File: config.mk
export PLATFORM = sky130hd
export DESIGN_NAME = qsc_core
export DESIGN_NICKNAME = d
export VERILOG_FILES = /design/src/hdl/qsc_pkg.sv /design/src/hdl/qsc_core.sv
export SDC_FILE = /design/constraint.sdc
export NUM_CORES = 1
export LEC_CHECK = 0
export BUFFER_PORTS_ARGS = -buffer_cell sky130_fd_sc_hd__buf_2
export CAP_MARGIN = 20
export CELL_PAD_IN_SITES_DETAIL_PLACEMENT = 0
export CELL_PAD_IN_SITES_GLOBAL_PLACEMENT = 1
export CORE_MARGIN = 5
export CORE_UTILIZATION = 50
export CTS_BUF_LIST = sky130_fd_sc_hd__clkbuf_2
export DETAILED_ROUTE_END_ITERATION = 7
export GPL_TIMING_DRIVEN = 0
export PLACE_DENSITY_LB_ADDON = 0.1
export SLEW_MARGIN = 20
export SYNTH_ARGS = -nofsm -noshare
export SYNTH_HDL_FRONTEND = slang
export SYNTH_SLANG_ARGS = --single-unit
File: constraint.sdc
create_clock -name sys_clk -period 4.77 [get_ports sys_clk]
set_input_delay 0.477 -clock sys_clk [delete_from_list [all_inputs] [get_ports sys_clk]]
set_output_delay 0.477 -clock sys_clk [all_outputs]
set_load 0.02 [all_outputs]
File: src/hdl/qsc_pkg.sv
// Shared constants and types of the quad sample converter control block.
package qsc_pkg;

  // ****************************************
  // Timing
  // ****************************************
  localparam int CLK_HZ     = 40_000_000;
  localparam int OSC_HZ     = 2_500_000;
  localparam int OSC_DIV    = CLK_HZ / OSC_HZ;
  localparam int CONV_EDGES = 78;

  // ****************************************
  // Sequence layout
  // ****************************************
  localparam int CH_COUNT   = 4;
  localparam int CH_EDGES   = 19;
  localparam int SEQ_EDGES  = CH_COUNT * CH_EDGES;
  localparam int RES_W      = 12;
  localparam int RES_MSB    = 11;
  localparam int PH_LAST    = 13;
  localparam int FIFO_DEPTH = 8;

  // ****************************************
  // Pin synchroniser lanes
  // ****************************************
  localparam int SYNC_W    = 6;
  localparam int PIN_START = 0;
  localparam int PIN_CLK   = 1;
  localparam int PIN_OSC   = 2;
  localparam int PIN_CMP   = 3;
  localparam int PIN_CS    = 4;
  localparam int PIN_RD    = 5;

  typedef enum logic [1:0]
  {
    QSC_IDLE = 2'b01,
    QSC_CONV = 2'b10
  } qsc_state_t;

endpackage

File: src/hdl/qsc_core.sv
// Result FIFO and sequencing/read-port logic of the quad sample converter.
`timescale 1ns/1ps

// ****************************************
// Result FIFO
// ****************************************
module qsc_fifo
#(
  parameter int W = 12,
  parameter int D = 8
)
(
  // Clock and reset
  input  wire logic         sys_clk,
  input  wire logic         sys_rst,
  input  wire logic         flush,
  // Filling side
  input  wire logic         in_valid,
  output logic              in_ready,
  input  wire logic [W-1:0] in_data,
  // Draining side
  output logic              out_valid,
  input  wire logic         out_ready,
  output logic [W-1:0]      out_data
);
  localparam int PW = (D > 1) ? $clog2(D) : 1;
  localparam int CW = $clog2(D + 1);

  typedef struct packed
  {
    logic [D-1:0][W-1:0] mem;
    logic [PW-1:0]       wr;
    logic [PW-1:0]       rd;
    logic [CW-1:0]       cnt;
  } qsc_fifo_t;

  qsc_fifo_t s_reg;
  qsc_fifo_t s_next;
  logic      push;
  logic      pop;

  assign in_ready  = (s_reg.cnt != CW'(D));
  assign out_valid = (s_reg.cnt != '0);
  assign out_data  = s_reg.mem[s_reg.rd];
  assign push      = in_valid & in_ready;
  assign pop       = out_valid & out_ready;

  always_comb
  begin
    s_next = s_reg;
    if (flush)
    begin
      s_next.wr  = '0;
      s_next.rd  = '0;
      s_next.cnt = '0;
    end
    else
    begin
      if (push)
      begin
        s_next.mem[s_reg.wr] = in_data;
        s_next.wr = (s_reg.wr == PW'(D - 1)) ? '0 : s_reg.wr + 1'b1;
      end
      if (pop)
        s_next.rd = (s_reg.rd == PW'(D - 1)) ? '0 : s_reg.rd + 1'b1;
      if (push && !pop)
        s_next.cnt = s_reg.cnt + 1'b1;
      else if (pop && !push)
        s_next.cnt = s_reg.cnt - 1'b1;
    end
  end

  always_ff @(posedge sys_clk)
  begin
    if (sys_rst)
      s_reg <= '0;
    else
      s_reg <= s_next;
  end

endmodule // qsc_fifo

// ****************************************
// Converter control and read port
// ****************************************
module qsc_core
#(
  parameter int OSC_DIV    = qsc_pkg::OSC_DIV,
  parameter int CONV_EDGES = qsc_pkg::CONV_EDGES,
  parameter int DEPTH      = qsc_pkg::FIFO_DEPTH
)
(
  // Clock and reset
  input  wire logic        sys_clk,
  input  wire logic        sys_rst,
  // Conversion control pins
  input  wire logic        sample_start,
  input  wire logic        conv_clk,
  input  wire logic        clk_pin_tied,
  output logic             conv_done_n,
  // Analog front end
  output logic             hold_all,
  output logic [1:0]       mux_sel,
  output logic [11:0]      dac_code,
  input  wire logic        cmp_high,
  // Host read port
  input  wire logic        cs_n,
  input  wire logic        rd_n,
  output logic [11:0]      result_bus,
  output logic             result_oe
);
  localparam int SW = qsc_pkg::SYNC_W;

  typedef struct packed
  {
    logic [SW-1:0]       sy1;
    logic [SW-1:0]       sy2;
    logic [SW-1:0]       sy3;
    qsc_pkg::qsc_state_t fsm;
    logic [4:0]          div;
    logic [6:0]          ctr;
    logic [4:0]          ph;
    logic [1:0]          ch;
    logic [11:0]         trial;
    logic                hold;
    logic                done_n;
    logic [11:0]         dout;
    logic                oe;
  } qsc_state_s_t;

  qsc_state_s_t s_reg;
  qsc_state_s_t s_next;
  logic         tick;
  logic         start_rise;
  logic         rd_act;
  logic         rd_start;
  logic         seq_act;
  logic         store;
  logic         flush;
  logic         f_in_ready;
  logic         f_out_valid;
  logic [11:0]  f_out_data;
  logic [11:0]  word;

  // The pin levels pass two flops before use; the third flop feeds edges only.
  assign start_rise = s_reg.sy2[qsc_pkg::PIN_START]
                    & ~s_reg.sy3[qsc_pkg::PIN_START];
  // The divider runs free, so the first tick after a start lands anywhere
  // within one tick period. That spread gives the 77 to 78 tick span, and
  // it keeps a start edge from having to line up with the tick clock.
  assign tick = s_reg.sy2[qsc_pkg::PIN_OSC]
              ? (s_reg.div == 5'(OSC_DIV - 1))
              : (s_reg.sy2[qsc_pkg::PIN_CLK]
                 & ~s_reg.sy3[qsc_pkg::PIN_CLK]);
  assign rd_act = ~s_reg.sy2[qsc_pkg::PIN_CS]
                & ~s_reg.sy2[qsc_pkg::PIN_RD];
  assign rd_start = rd_act & ~(~s_reg.sy3[qsc_pkg::PIN_CS]
                               & ~s_reg.sy3[qsc_pkg::PIN_RD]);
  assign seq_act = (s_reg.ctr < 7'(qsc_pkg::SEQ_EDGES));
  assign store = (s_reg.fsm == qsc_pkg::QSC_CONV) & tick & seq_act
               & (s_reg.ph == 5'(qsc_pkg::PH_LAST));
  // Offset-binary trial code turned into two's complement by the MSB.
  assign word = {~s_reg.trial[qsc_pkg::RES_MSB],
                 s_reg.trial[qsc_pkg::RES_MSB-1:1],
                 s_reg.sy2[qsc_pkg::PIN_CMP]};
  assign flush = (s_reg.fsm == qsc_pkg::QSC_IDLE) & start_rise;

  // Results leave in the order stored, so the FIFO read index is the read
  // pointer. A start flushes it, and that rewinds the read order.
  qsc_fifo
  #(
    .W (qsc_pkg::RES_W),
    .D (DEPTH)
  )
  qsc_fifo_inst
  (
    .sys_clk   (sys_clk),
    .sys_rst   (sys_rst),
    .flush     (flush),
    .in_valid  (store),
    .in_ready  (f_in_ready),
    .in_data   (word),
    .out_valid (f_out_valid),
    .out_ready (rd_start),
    .out_data  (f_out_data)
  );

  always_comb
  begin
    int b;
    b = 0;
    s_next = s_reg;
    s_next.sy1 = {rd_n, cs_n, cmp_high, clk_pin_tied, conv_clk,
                  sample_start};
    s_next.sy2 = s_reg.sy1;
    s_next.sy3 = s_reg.sy2;
    s_next.div = (s_reg.div == 5'(OSC_DIV - 1)) ? '0
               : s_reg.div + 5'h01;
    // A read start releases the flag. A completion in the same cycle
    // overrides it below, so the end of a sequence is never lost.
    if (rd_start)
      s_next.done_n = 1'b1;
    case (s_reg.fsm)
      qsc_pkg::QSC_IDLE:
      begin
        // Edges arriving mid-conversion are not looked at; only idle.
        if (start_rise)
        begin
          s_next.fsm    = qsc_pkg::QSC_CONV;
          s_next.hold   = 1'b1;
          s_next.done_n = 1'b1;
          s_next.ctr    = '0;
          s_next.ph     = '0;
          s_next.ch     = '0;
          s_next.trial  = '0;
        end
      end
      qsc_pkg::QSC_CONV:
      begin
        // A full FIFO stalls the sequence rather than losing a word.
        if (tick && !(store && !f_in_ready))
        begin
          s_next.ctr = s_reg.ctr + 7'h01;
          if (seq_act)
          begin
            // Phase one tries the MSB. Phases two to twelve each keep or drop the
            // bit tried one tick earlier and try the next one down; phase 13 settles bit 0.
            b = qsc_pkg::RES_MSB + 2 - int'(s_reg.ph);
            if (s_reg.ph == '0)
              s_next.trial = '0;
            else if (s_reg.ph < 5'(qsc_pkg::PH_LAST))
            begin
              if (s_reg.ph != 5'h01)
                s_next.trial[b] = s_reg.sy2[qsc_pkg::PIN_CMP];
              s_next.trial[b-1] = 1'b1;
            end
            else if (s_reg.ph == 5'(qsc_pkg::PH_LAST))
              s_next.trial[0] = s_reg.sy2[qsc_pkg::PIN_CMP];
            if (s_reg.ph == 5'(qsc_pkg::CH_EDGES - 1))
            begin
              s_next.ph = '0;
              s_next.ch = s_reg.ch + 2'h1;
            end
            else
              s_next.ph = s_reg.ph + 5'h01;
          end
          if (s_reg.ctr == 7'(CONV_EDGES - 1))
          begin
            s_next.fsm    = qsc_pkg::QSC_IDLE;
            s_next.done_n = 1'b0;
            s_next.hold   = 1'b0;
            s_next.ch     = '0;
          end
        end
      end
      default:
        s_next.fsm = qsc_pkg::QSC_IDLE;
    endcase
    // Only the shared port exists; order is the sole selector.
    if (rd_start && f_out_valid)
      s_next.dout = f_out_data;
    s_next.oe = rd_act;
  end

  always_ff @(posedge sys_clk)
  begin
    if (sys_rst)
    begin
      s_reg        <= '0;
      // Select and read rest high, so no read starts at release.
      s_reg.sy1    <= 6'h30;
      s_reg.sy2    <= 6'h30;
      s_reg.sy3    <= 6'h30;
      s_reg.fsm    <= qsc_pkg::QSC_IDLE;
      s_reg.done_n <= 1'b1;
    end
    else
      s_reg <= s_next;
  end

  assign conv_done_n = s_reg.done_n;
  assign hold_all    = s_reg.hold;
  assign mux_sel     = s_reg.ch;
  assign dac_code    = s_reg.trial;
  assign result_bus  = s_reg.dout;
  assign result_oe   = s_reg.oe;

endmodule // qsc_core

==> impl_metrics.csv, run 1 <==
group,metric,value,unit
run_status,outcome,"complete, no violations",
synth,avgSynthCellArea,9.99,sq um
critical_path,critPathMaxStageDelay,0.42,ns
place,place_area,8770,sq um
die,initial_core_util,50.5,%
power_and_ir_drop,combPwrFrac,11.4,%
routing,route.detailed.wl_per_inst,18.0,um
sta,period_share,73.2,%
die,row_count,47,
cells_and_area,fin_area,9030,sq um
critical_path,critPathCaptureType,"register",
sta,slew_headroom,45.1,%
cells_and_area,fillCellCount,1565,
clocking,cts_root_buffer,"clkbuf_2",
routing,wl_met1,9.64,mm
routing,vias,6366,
die,core_area,16500,sq um
global_routing,grt_pass1_vias,6263,
clocking,numCtsBuffers,17,
place,io_buffer_count,35,
global_routing,gr-total-overflow,0,
sta,worst_pin_slew,0.824,ns
global_routing,antenna_found_initial,1,
clocking,cts_tree,"yes",
synth,yosys_warnings,0,
die,io_pins,37,
power_and_ir_drop,p_sw,0.000713,W
synth,ys.flop_type,"dfxtp_1",
critical_path,path_class,"register to register",
clocking,cts_max_level,4,
power_and_ir_drop,power_density,271,nW/um^2
synth,yosysSeqAreaShare,40.9,%
die,die_h,139,um
sta,setup_viol,0,
synth,syn_inst,832,
global_routing,grt_use_total,21.1,%
critical_path,crit_fanout,10,
synth,synth_seq_cells,170,
sta,rsz0062_at_grt,"no",
routing,first_pass_iters,4,
clocking,path_clk_slew,0.24,ns
synth,yosys-top-cells-count,"dfxtp_1, nand2_1, mux2i_1",
routing,wl_met3,881,um
run,cap_violations,0,
cells_and_area,post-route-util,54.9,%
critical_path,critPathRequiredTime,5.48,ns
cells_and_area,drive_above_1_share,18.3,%
place,dp_hpwl,14.8,mm
place,gp_congestion,0.846,
sta,hold_violations,0,
routing,route.met2.wl,9.42,mm
power_and_ir_drop,power_frac_seq,59.6,%
synth,yosysUniqueCellTypes,74,
global_routing,grt_pass1_wl,32.9,mm
routing,routed_wl,20.3,mm
synth,synth_edf_count,0,
power_and_ir_drop,ir_worst_vdd,0.138,mV
critical_path,path_cells,"nor3_1 > o41a_1 > clkbuf_1 > clkbuf_1 > inv_1 > ha_1 > inv_1 > ha_1 > a21o_1 > a21oi_1 > xnor2_1 > or3_1 > a21oi_1",
routing,viasPerCell,5.66,
power_and_ir_drop,p_sw_share,29.1,%
synth,synth_top_cell_area_share,40.9,%
power_and_ir_drop,p_leak,3.86,nW
sta,tns,0,ns
global_routing,grt_max_degree,17,
hold_path,hp-class,"primary input to register",
synth,synth_area_leaders,"dfxtp_1, mux2i_1, mux4_2, nand2_1, ha_1",
power_and_ir_drop,intPower,0.00174,W
sta,timing.fmax,0.286,GHz
synth,synth_top_area_cell,"dfxtp_1",
cells_and_area,synthToLayoutAreaGrowth,8.65,%
routing,drtIter0Drc,389,
clocking,cts_buffer_depth,2,
clocking,clk_latency,0.76,ns
routing,drc,0,
critical_path,cp_slowest_cell,"nor3_1",
sta,fin_skew,0.0257,ns
synth,synth_area,8320,sq um
routing,dr.max_layer_used,"met4",
synth,synth_most_common_cell,"dfxtp_1",
clocking,cts_num_sinks,170,
cells_and_area,largest_reg_flops,106,
critical_path,cp.arrival,4.20,ns
power_and_ir_drop,p_clk_share,29.0,%
die,die_w,139,um
synth,synthArstFlopShare,0,%
routing,ant_nets,0,
synth,syn-num-nets,865,
sta,min_period,3.49,ns
die,dieArea,19300,sq um
cells_and_area,fin_nets,925,
sta,report.final.slew_viol_count,0,
clocking,cts_resized,0,
critical_path,start_kind,"register",
[layer usage]
| layer | up-vias | GRT usage (%) |
|---|---|---|
| li1 | 3088 | - |
| met5 | - | 0 |
| met3 | 28 | 3.41 |
| met4 | 0 | 6.18 |
| met2 | 139 | 33.9 |
| met1 | 3111 | 29.4 |
[power groups by stage]
stage,sequential (W),combinational [W],clock (W)
after floorplan,0.00149,0.000199,0
after global placement,0.00149,0.000267,0
after detailed placement,0.00149,0.000271,0
after CTS,0.00146,0.000276,0.000733
after global routing,0.00147,0.000306,0.000786
final,0.00146,0.000279,0.000712
[timing repair]
action,4_1_cts,5_1_grt
hold endpoints to repair,6,0
endpoints found under the setup margin,0,0
hold buffers,6,0
buffers inserted,0,0
[worst max-delay path, delay by kind of cell, from the launching register on]
| family | cells | cell delay [ns] |
|---|---|---|
| buffers and inverters | 4 | 1.04 |
| and+or+nand+nor | 2 | 0.72 |
| DFF | 1 | 0.38 |
| xor gates and xnor gates | 1 | 0.10 |
| AOI/OAI and AO/OA | 4 | 0.75 |
| adders and majority gates | 2 | 0.47 |
[cell families after synthesis]
family / after synthesis / share of synthesized area (%)
muxes: 134 / 19.7
and+or+nand+nor: 279 / 16.7
AOI/OAI and AO/OA: 118 / 11.4
adders and majority gates: 25 / 3.85
xor gates and xnor gates: 13 / 1.37
DFF: 170 / 40.9
buffers and inverters: 93 / 6.03
[through the flow]
stage,std cells,setup WS (ns),hold slack (ns),power (W)
after floorplan,832,1.85,0.389,0.00169
after global placement,1087,1.37,0.395,0.00175
after detailed placement,1087,1.31,0.395,0.00176
after CTS,1123,1.24,0.178,0.00247
after global routing,1124,0.987,0.216,0.00256
final,1124,1.28,0.240,0.00245
[cells in the final DEF, fill, tap and decap left out, drive strengths merged, types with 17 or more instances in the layout]
master    n
a21oi    18
buf      84
clkbuf   46
dfxtp   170
ha       24
inv      19
mux2i   110
mux4     24
nand2   128
nor2     43
nor2b    17
[worst paths after layout]
check,cells after the start,startpoint,to,slack [ns]
worst max-delay path,13,s_next[52],qsc_fifo_inst.s_reg[3],1.28
worst min register to register,1,s_next[58],s_next[52],0.44
worst max register to register,13,s_next[52],qsc_fifo_inst.s_reg[3],1.28
worst min-delay path,3,sys_rst,qsc_fifo_inst.s_reg[33],0.24
[layout make-up]
class	instances	area (sq um)	share of cell area, %
diodes	1	2.50	0.0277
multi-input cells	569	4410	48.8
clock inverters	13	121	1.34
flip-flops and latches	170	3400	37.7
inverters	15	56.3	0.623
plain buffers	78	445	4.93
repair buffers	41	235	2.60
well taps	220	275	3.05
clock buffers	17	85.1	0.942
Power figures use the tool's default switching activity.
==> inputs of run 2 (changes only) <==
CORE_UTILIZATION = 46   (was 50)
clock period = 3.2 ns   (was 4.77 ns; I/O delays follow)
==> run 2 against run 1 <==
Against the previous run:
- power grew 52%
- clock skew increased by 0.019 ns
- wire length up 2.5%
- via count fell by 0.53%
- setup slack got worse by 1.0 ns
- global-route usage shrank 0.37 points
- fmax up 18%
- sequential power up 49%
- clock power rose by 57%
- core utilization fell by 3.8 points
- critical path type unchanged
- critical endpoint unchanged
- largest power group unchanged
==> impl_metrics.csv, run 2 (synthesized netlist as in run 1, its figures left out) <==
group,metric,value,unit
run_status,outcome,"complete, no violations",
critical_path,cp-startpoint,"s_reg[30]",
critical_path,path_cells,"inv_2 > ha_1 > and4b_1 > nand3b_4 > nor2_4 > ha_2 > inv_2 > ha_1 > a21o_1 > a21oi_1 > xnor2_1 > or3_1 > a21oi_1",
critical_path,cp_slowest_cell,"dfxtp_2",
sta,setup_viol,0,
critical_path,critPathRequiredTime,3.90,ns
critical_path,endpoint,"qsc_fifo_inst.s_reg[3]",
run,cap_violations,0,
critical_path,critPathCaptureType,"register",
die,die_h,144,um
sta,hold_violations,0,
place,io_buffer_count,35,
sta,min_period,2.96,ns
global_routing,gr-total-overflow,0,
hold_path,hp-class,"primary input to register",
power_and_ir_drop,ir_worst_vdd,0.187,mV
critical_path,crit_fanout,11,
cells_and_area,drive_above_1_share,19.7,%
place,dp_hpwl,15.1,mm
routing,viasPerCell,5.57,
critical_path,rr_worst_depth,13,
global_routing,grt_max_degree,17,
sta,report.final.slew_viol_count,0,
sta,worst_pin_slew,0.788,ns
die,row_count,49,
routing,ant_nets,0,
clocking,cts_root_buffer,"clkbuf_2",
critical_path,r2r_setup_slack,0.24,ns
die,dieArea,20900,sq um
clocking,numCtsBuffers,17,
clocking,cts_tree,"yes",
global_routing,grt_pass1_vias,6463,
global_routing,grt_use_total,20.7,%
routing,vias,6332,
die,io_pins,37,
clocking,path_clk_slew,0.25,ns
cells_and_area,synthToLayoutAreaGrowth,9.90,%
global_routing,antenna_found_initial,1,
place,gp_congestion,0.833,
routing,route.detailed.wl_per_inst,18.3,um
critical_path,critPathMaxStageDelay,0.45,ns
cells_and_area,largest_reg_flops,106,
routing,drc,0,
cells_and_area,fillCellCount,1709,
power_and_ir_drop,power,0.00372,W
clocking,clk_latency,0.75,ns
die,core_area,17900,sq um
sta,fin_skew,0.0448,ns
critical_path,timing.rr.end,"qsc_fifo_inst.s_reg[3]",
routing,routed_wl,20.8,mm
die,initial_core_util,46.4,%
global_routing,grt_pass1_wl,33.5,mm
cells_and_area,fin_nets,927,
sta,timing.fmax,0.337,GHz
critical_path,start_kind,"register",
cells_and_area,post-route-util,51.0,%
die,die_w,144,um
sta,slew_headroom,47.5,%
power_and_ir_drop,p_leak,3.95,nW
cells_and_area,layout_commonest_cell,"dfxtp_1",
power_and_ir_drop,power_density,407,nW/um^2
routing,drtIter0Drc,215,
sta,period_share,92.6,%
clocking,cts_buffer_depth,2,
clocking,cts_max_level,4,
critical_path,r2r_start,"s_reg[30]",
sta,tns,0,ns
critical_path,path_class,"register to register",
critical_path,cp.arrival,3.66,ns
clocking,cts_num_sinks,170,
routing,first_pass_iters,4,
cells_and_area,layout_common_cells,"dfxtp_1, nand2_1, mux2i_1",
run 2: cell count changes in the layout (fill, tap and decap cells not counted), moves of 3 or more:
cell / previous run / this run
buf_4: 27 / 30
clkinv_4: 2 / 5
dfxtp_1: 170 / 167
dfxtp_2: 0 / 3
run 2: power breakdown:
| group | leakage, nW | internal [W] | switching (W) |
|---|---|---|---|
| combinational | 2.44 | 0.000153 | 0.000262 |
| sequential | 1.37 | 0.00216 | 0.0000213 |
| clock | 0.133 | 0.000356 | 0.000767 |
run 2: layout make-up:
type                       instances  area (sq um)  share of cell area [%]
sequential                       170          3410                    37.3
antenna                            1          2.50                  0.0274
multi-input combinational        569          4450                    48.7
tap                              229           287                    3.14
buffer                            77           443                    4.85
inverter                          15          56.3                   0.616
clock inverter                    15           151                    1.66
timing repair buffer              44           258                    2.82
clock buffer                      17          85.1                   0.931
run 2: worst max-delay path, delay by kind of cell, from the launching register on:
kind,cells,cell delay [ns]
flip-flops,1,0.45
AND/OR/NAND/NOR,4,0.99
buffers and inverters,2,0.19
XOR/XNOR,1,0.10
adder cells (fa/ha/maj),3,0.68
AO/OA/AOI/OAI,3,0.48
run 2: worst min-delay path by stage:
stage / end / cells after the start / startpoint / slack (ns)
global placement: s_next[53] / 1 / s_next[59] / 0.39
finish: s_reg[40] / 3 / sys_rst / 0.1
CTS: s_reg[35] / 3 / sys_rst / 0.03
global route: qsc_fifo_inst.s_reg[105] / 3 / sys_rst / 0.06
floorplan: s_next[52] / 1 / s_next[58] / 0.39
detailed placement: s_next[53] / 1 / s_next[59] / 0.41
run 2: what timing repair did:
item / CTS / global route
endpoints found under the hold margin: 6 / 0
hold buffers: 6 / 0
buffers inserted: 0 / 3
pin swaps: 0 / 2
endpoints found under the setup margin: 1 / 1
resized for setup: 6 / 8
run 2: stage by stage:
step	setup WS, ns	std cells	hold WS, ns	area [sq um]
2_1_floorplan	0.278	832	0.389	8320
3_5_place_dp	-0.305	1096	0.407	8780
4_1_cts	0.0284	1133	0.0273	9080
3_3_place_gp	-0.194	1096	0.392	8780
5_1_grt	-0.00193	1137	0.0609	9140
6_report	0.237	1137	0.0962	9140
run 2: metal layers:
metal / wire length, um / track usage [%] / part of all wire [%]
met1: 9490 / 26.8 / 46
met2: 10300 / 35.7 / 50
met3: 605 / 3.37 / 2.9
met4: 323 / 6.14 / 1.6
met5: 0 / 0 / 0
==> inputs of run 3 (changes only) <==
ABC_AREA = 1   (was not set)
CORE_UTILIZATION = 41   (was 46)
SYNTH_HIERARCHICAL = 1   (was not set)
==> run 3 against run 2 <==
Against the previous run:
- power up 34%
- die area up 21%
- flip-flop and latch count unchanged
- critical path depth up 4
- count of clock-buffer cells in the layout up 2
- core utilization down 5.3 points
- first-iteration DRC count rose to 3.4 times the previous value
- non-clock buffer count up 23
- combinational power rose to 3.3 times the previous value
- critical endpoint is now qsc_fifo_inst/s_reg[3]
==> impl_metrics.csv, run 3 <==
group,metric,value,unit
routing,viasPerCell,4.95,
critical_path,r2r_start,"s_reg[30]",
hold_path,hold_start,"clk_pin_tied",
cells_and_area,synthToLayoutAreaGrowth,10.1,%
synth,yosys_warnings,6,
clocking,numCtsBuffers,17,
critical_path,r2r_setup_slack,0.28,ns
critical_path,start_kind,"register",
cells_and_area,layout_commonest_cell,"nor2_1",
synth,synth_edf_count,0,
critical_path,cp_slowest_cell,"dfxtp_1",
synth,syn_inst,1396,
synth,syn-num-nets,1429,
routing,routed_wl,28.2,mm
synth,synth_seq_cells,170,
cells_and_area,layout_common_cells,"nor2_1, nand2_1, dfxtp_1",
die,initial_core_util,41.6,%
routing,route.detailed.wl_per_inst,16.1,um
sta,worst_slack,0.277,ns
synth,synth_top_area_cell,"dfxtp_1",
routing,ant_nets,0,
synth,synth_area_leaders,"dfxtp_1, nor2_1, nand2_1, nand4_1, o21ai_0",
sta,period_share,91.3,%
routing,drc,0,
synth,synth_area,9070,sq um
cells_and_area,fillCellCount,2426,
global_routing,gr-total-overflow,0,
clocking,cts_max_level,4,
place,dp_cells,1712,
sta,hold_violations,0,
sta,fin_skew,0.0394,ns
sta,slew_headroom,51.7,%
clocking,cts_root_buffer,"clkbuf_2",
routing,vias,8680,
synth,yosys-top-cells-count,"nor2_1, nand2_1, dfxtp_1",
cells_and_area,largest_reg_flops,106,
global_routing,grt_use_total,22.1,%
synth,ys.flop_type,"dfxtp_1",
global_routing,grt_pass1_vias,8074,
critical_path,path_cells,"inv_1 > ha_1 > nand2_1 > nor3_2 > and3_4 > inv_2 > a21oi_4 > buf_6 > ha_1 > inv_1 > ha_1 > nand2_1 > nand2_1 > nor2_1 > nor2_1 > o21ai_1 > inv_1",
clocking,clk_latency,0.75,ns
synth,synthArstFlopShare,0,%
cells_and_area,drive_above_1_share,11.2,%
power_and_ir_drop,p_leak,4.58,nW
routing,drtIter0Drc,739,
critical_path,critPathCaptureType,"register",
place,io_buffer_count,36,
sta,setup_viol,0,
synth,yosysUniqueCellTypes,40,
die,row_count,54,
sta,min_period,2.92,ns
die,die_h,159,um
sta,report.final.slew_viol_count,0,
critical_path,cp.arrival,3.62,ns
clocking,cts_tree,"yes",
power_and_ir_drop,ir_worst_vdd,0.369,mV
sta,rsz0062_at_grt,"no",
clocking,cts_buffer_depth,2,
cells_and_area,finish.cell_count_without_fillers,1753,
power_and_ir_drop,power_density,500,nW/um^2
cells_and_area,fin_nets,1493,
synth,avgSynthCellArea,6.50,sq um
global_routing,grt_pass1_wl,44.8,mm
synth,synth_top_cell_area_share,37.5,%
critical_path,critPathBufInv,5,
place,dp_hpwl,21.4,mm
critical_path,cp-startpoint,"s_reg[30]",
place,gp_congestion,0.861,
sta,worst_pin_slew,0.716,ns
critical_path,path_delay_family,"simple AND/OR/NAND/NOR gates",
critical_path,critPathRequiredTime,3.90,ns
hold_path,hp-class,"primary input to register",
global_routing,grt_max_degree,17,
global_routing,antenna_found_initial,1,
die,dieArea,25200,sq um
run_status,outcome,"complete, no violations",
sta,timing.fmax,0.342,GHz
critical_path,critPathMaxStageDelay,0.46,ns
synth,yosysSeqAreaShare,37.5,%
die,die_w,159,um
run,cap_violations,0,
routing,first_pass_iters,5,
synth,synth_most_common_cell,"nor2_1",
die,core_area,21800,sq um
clocking,cts_num_sinks,170,
place,pre_cts_slack,-0.732,ns
critical_path,path_class,"register to register",
die,io_pins,37,
critical_path,crit_fanout,10,
clocking,path_clk_slew,0.26,ns
run 3: worst paths after layout:
check | end | cells past startpoint
setup / recovery | qsc_fifo_inst/s_reg[3] | 17
hold / removal | s_next[56] | 4
setup reg to reg | qsc_fifo_inst/s_reg[3] | 17
hold reg to reg | s_next[49] | 2
run 3: cell families after synthesis:
logic type / Yosys count / share of synthesized area, %
fa+ha+maj: 25 / 3.53
xor+xnor: 8 / 0.773
flops: 170 / 37.5
compound gates: 153 / 8.93
simple gates: 816 / 38.2
buf+inv: 224 / 11.0
run 3: final cells by class:
| cell class | instances | area [sq um] | share of cell area [%] |
|---|---|---|---|
| Antenna cell | 1 | 2.50 | 0.0251 |
| Buffer | 99 | 533 | 5.34 |
| Clock buffer | 19 | 95.1 | 0.953 |
| Clock inverter | 12 | 175 | 1.75 |
| Inverter | 125 | 472 | 4.73 |
| Multi-Input combinational cell | 1002 | 4680 | 46.9 |
| Sequential cell | 170 | 3410 | 34.1 |
| Tap cell | 280 | 350 | 3.51 |
| Timing Repair Buffer | 45 | 265 | 2.66 |
run 3: where the power goes:
part / internal [W] / total [W] / leakage (nW) / switching (W)
clock network: 0.000514 / 0.00128 / 0.159 / 0.000771
logic: 0.000443 / 0.00139 / 3.04 / 0.000950
registers: 0.00222 / 0.00231 / 1.38 / 0.0000957
total: 0.00318 / 0.00499 / 4.58 / 0.00182
run 3: routing by layer:
metal  track usage (%)  wire [um]  up-vias
li1                  -          -     4546
met5                 0          0        -
met3              3.97       1420       26
met1              33.4      14500     3938
met4              5.67        422        0
met2              32.3      11800      170
run 3: worst min-delay path: stages:
cell and delay, ns:
dlygate4sd3_1 0.53, buf_2 0.12, inv_1 0.04, nor2_1 0.03
run 3: through the flow:
stage / power (W) / cell area, sq um / utilization (%) / TNS (ns) / hold slack (ns)
finish: 0.00499 / 9980 / 45.7 / 0 / 0.286
global route: 0.00535 / 9980 / 45.7 / 0 / 0.220
CTS: 0.00505 / 9960 / 45.6 / 0 / 0.207
detailed placement: 0.00374 / 9600 / 44.0 / -1.94 / 0.396
global placement: 0.00373 / 9600 / 44.0 / -1.89 / 0.392
floorplan: 0.00339 / 9070 / - / 0 / 0.388
run 3: repair_timing:
item,CTS,global route
pin swaps,0,2
hold endpoints to repair,14,0
setup endpoints to repair,4,2
buffers inserted,1,1
gates resized for setup,4,7
hold buffers,7,0
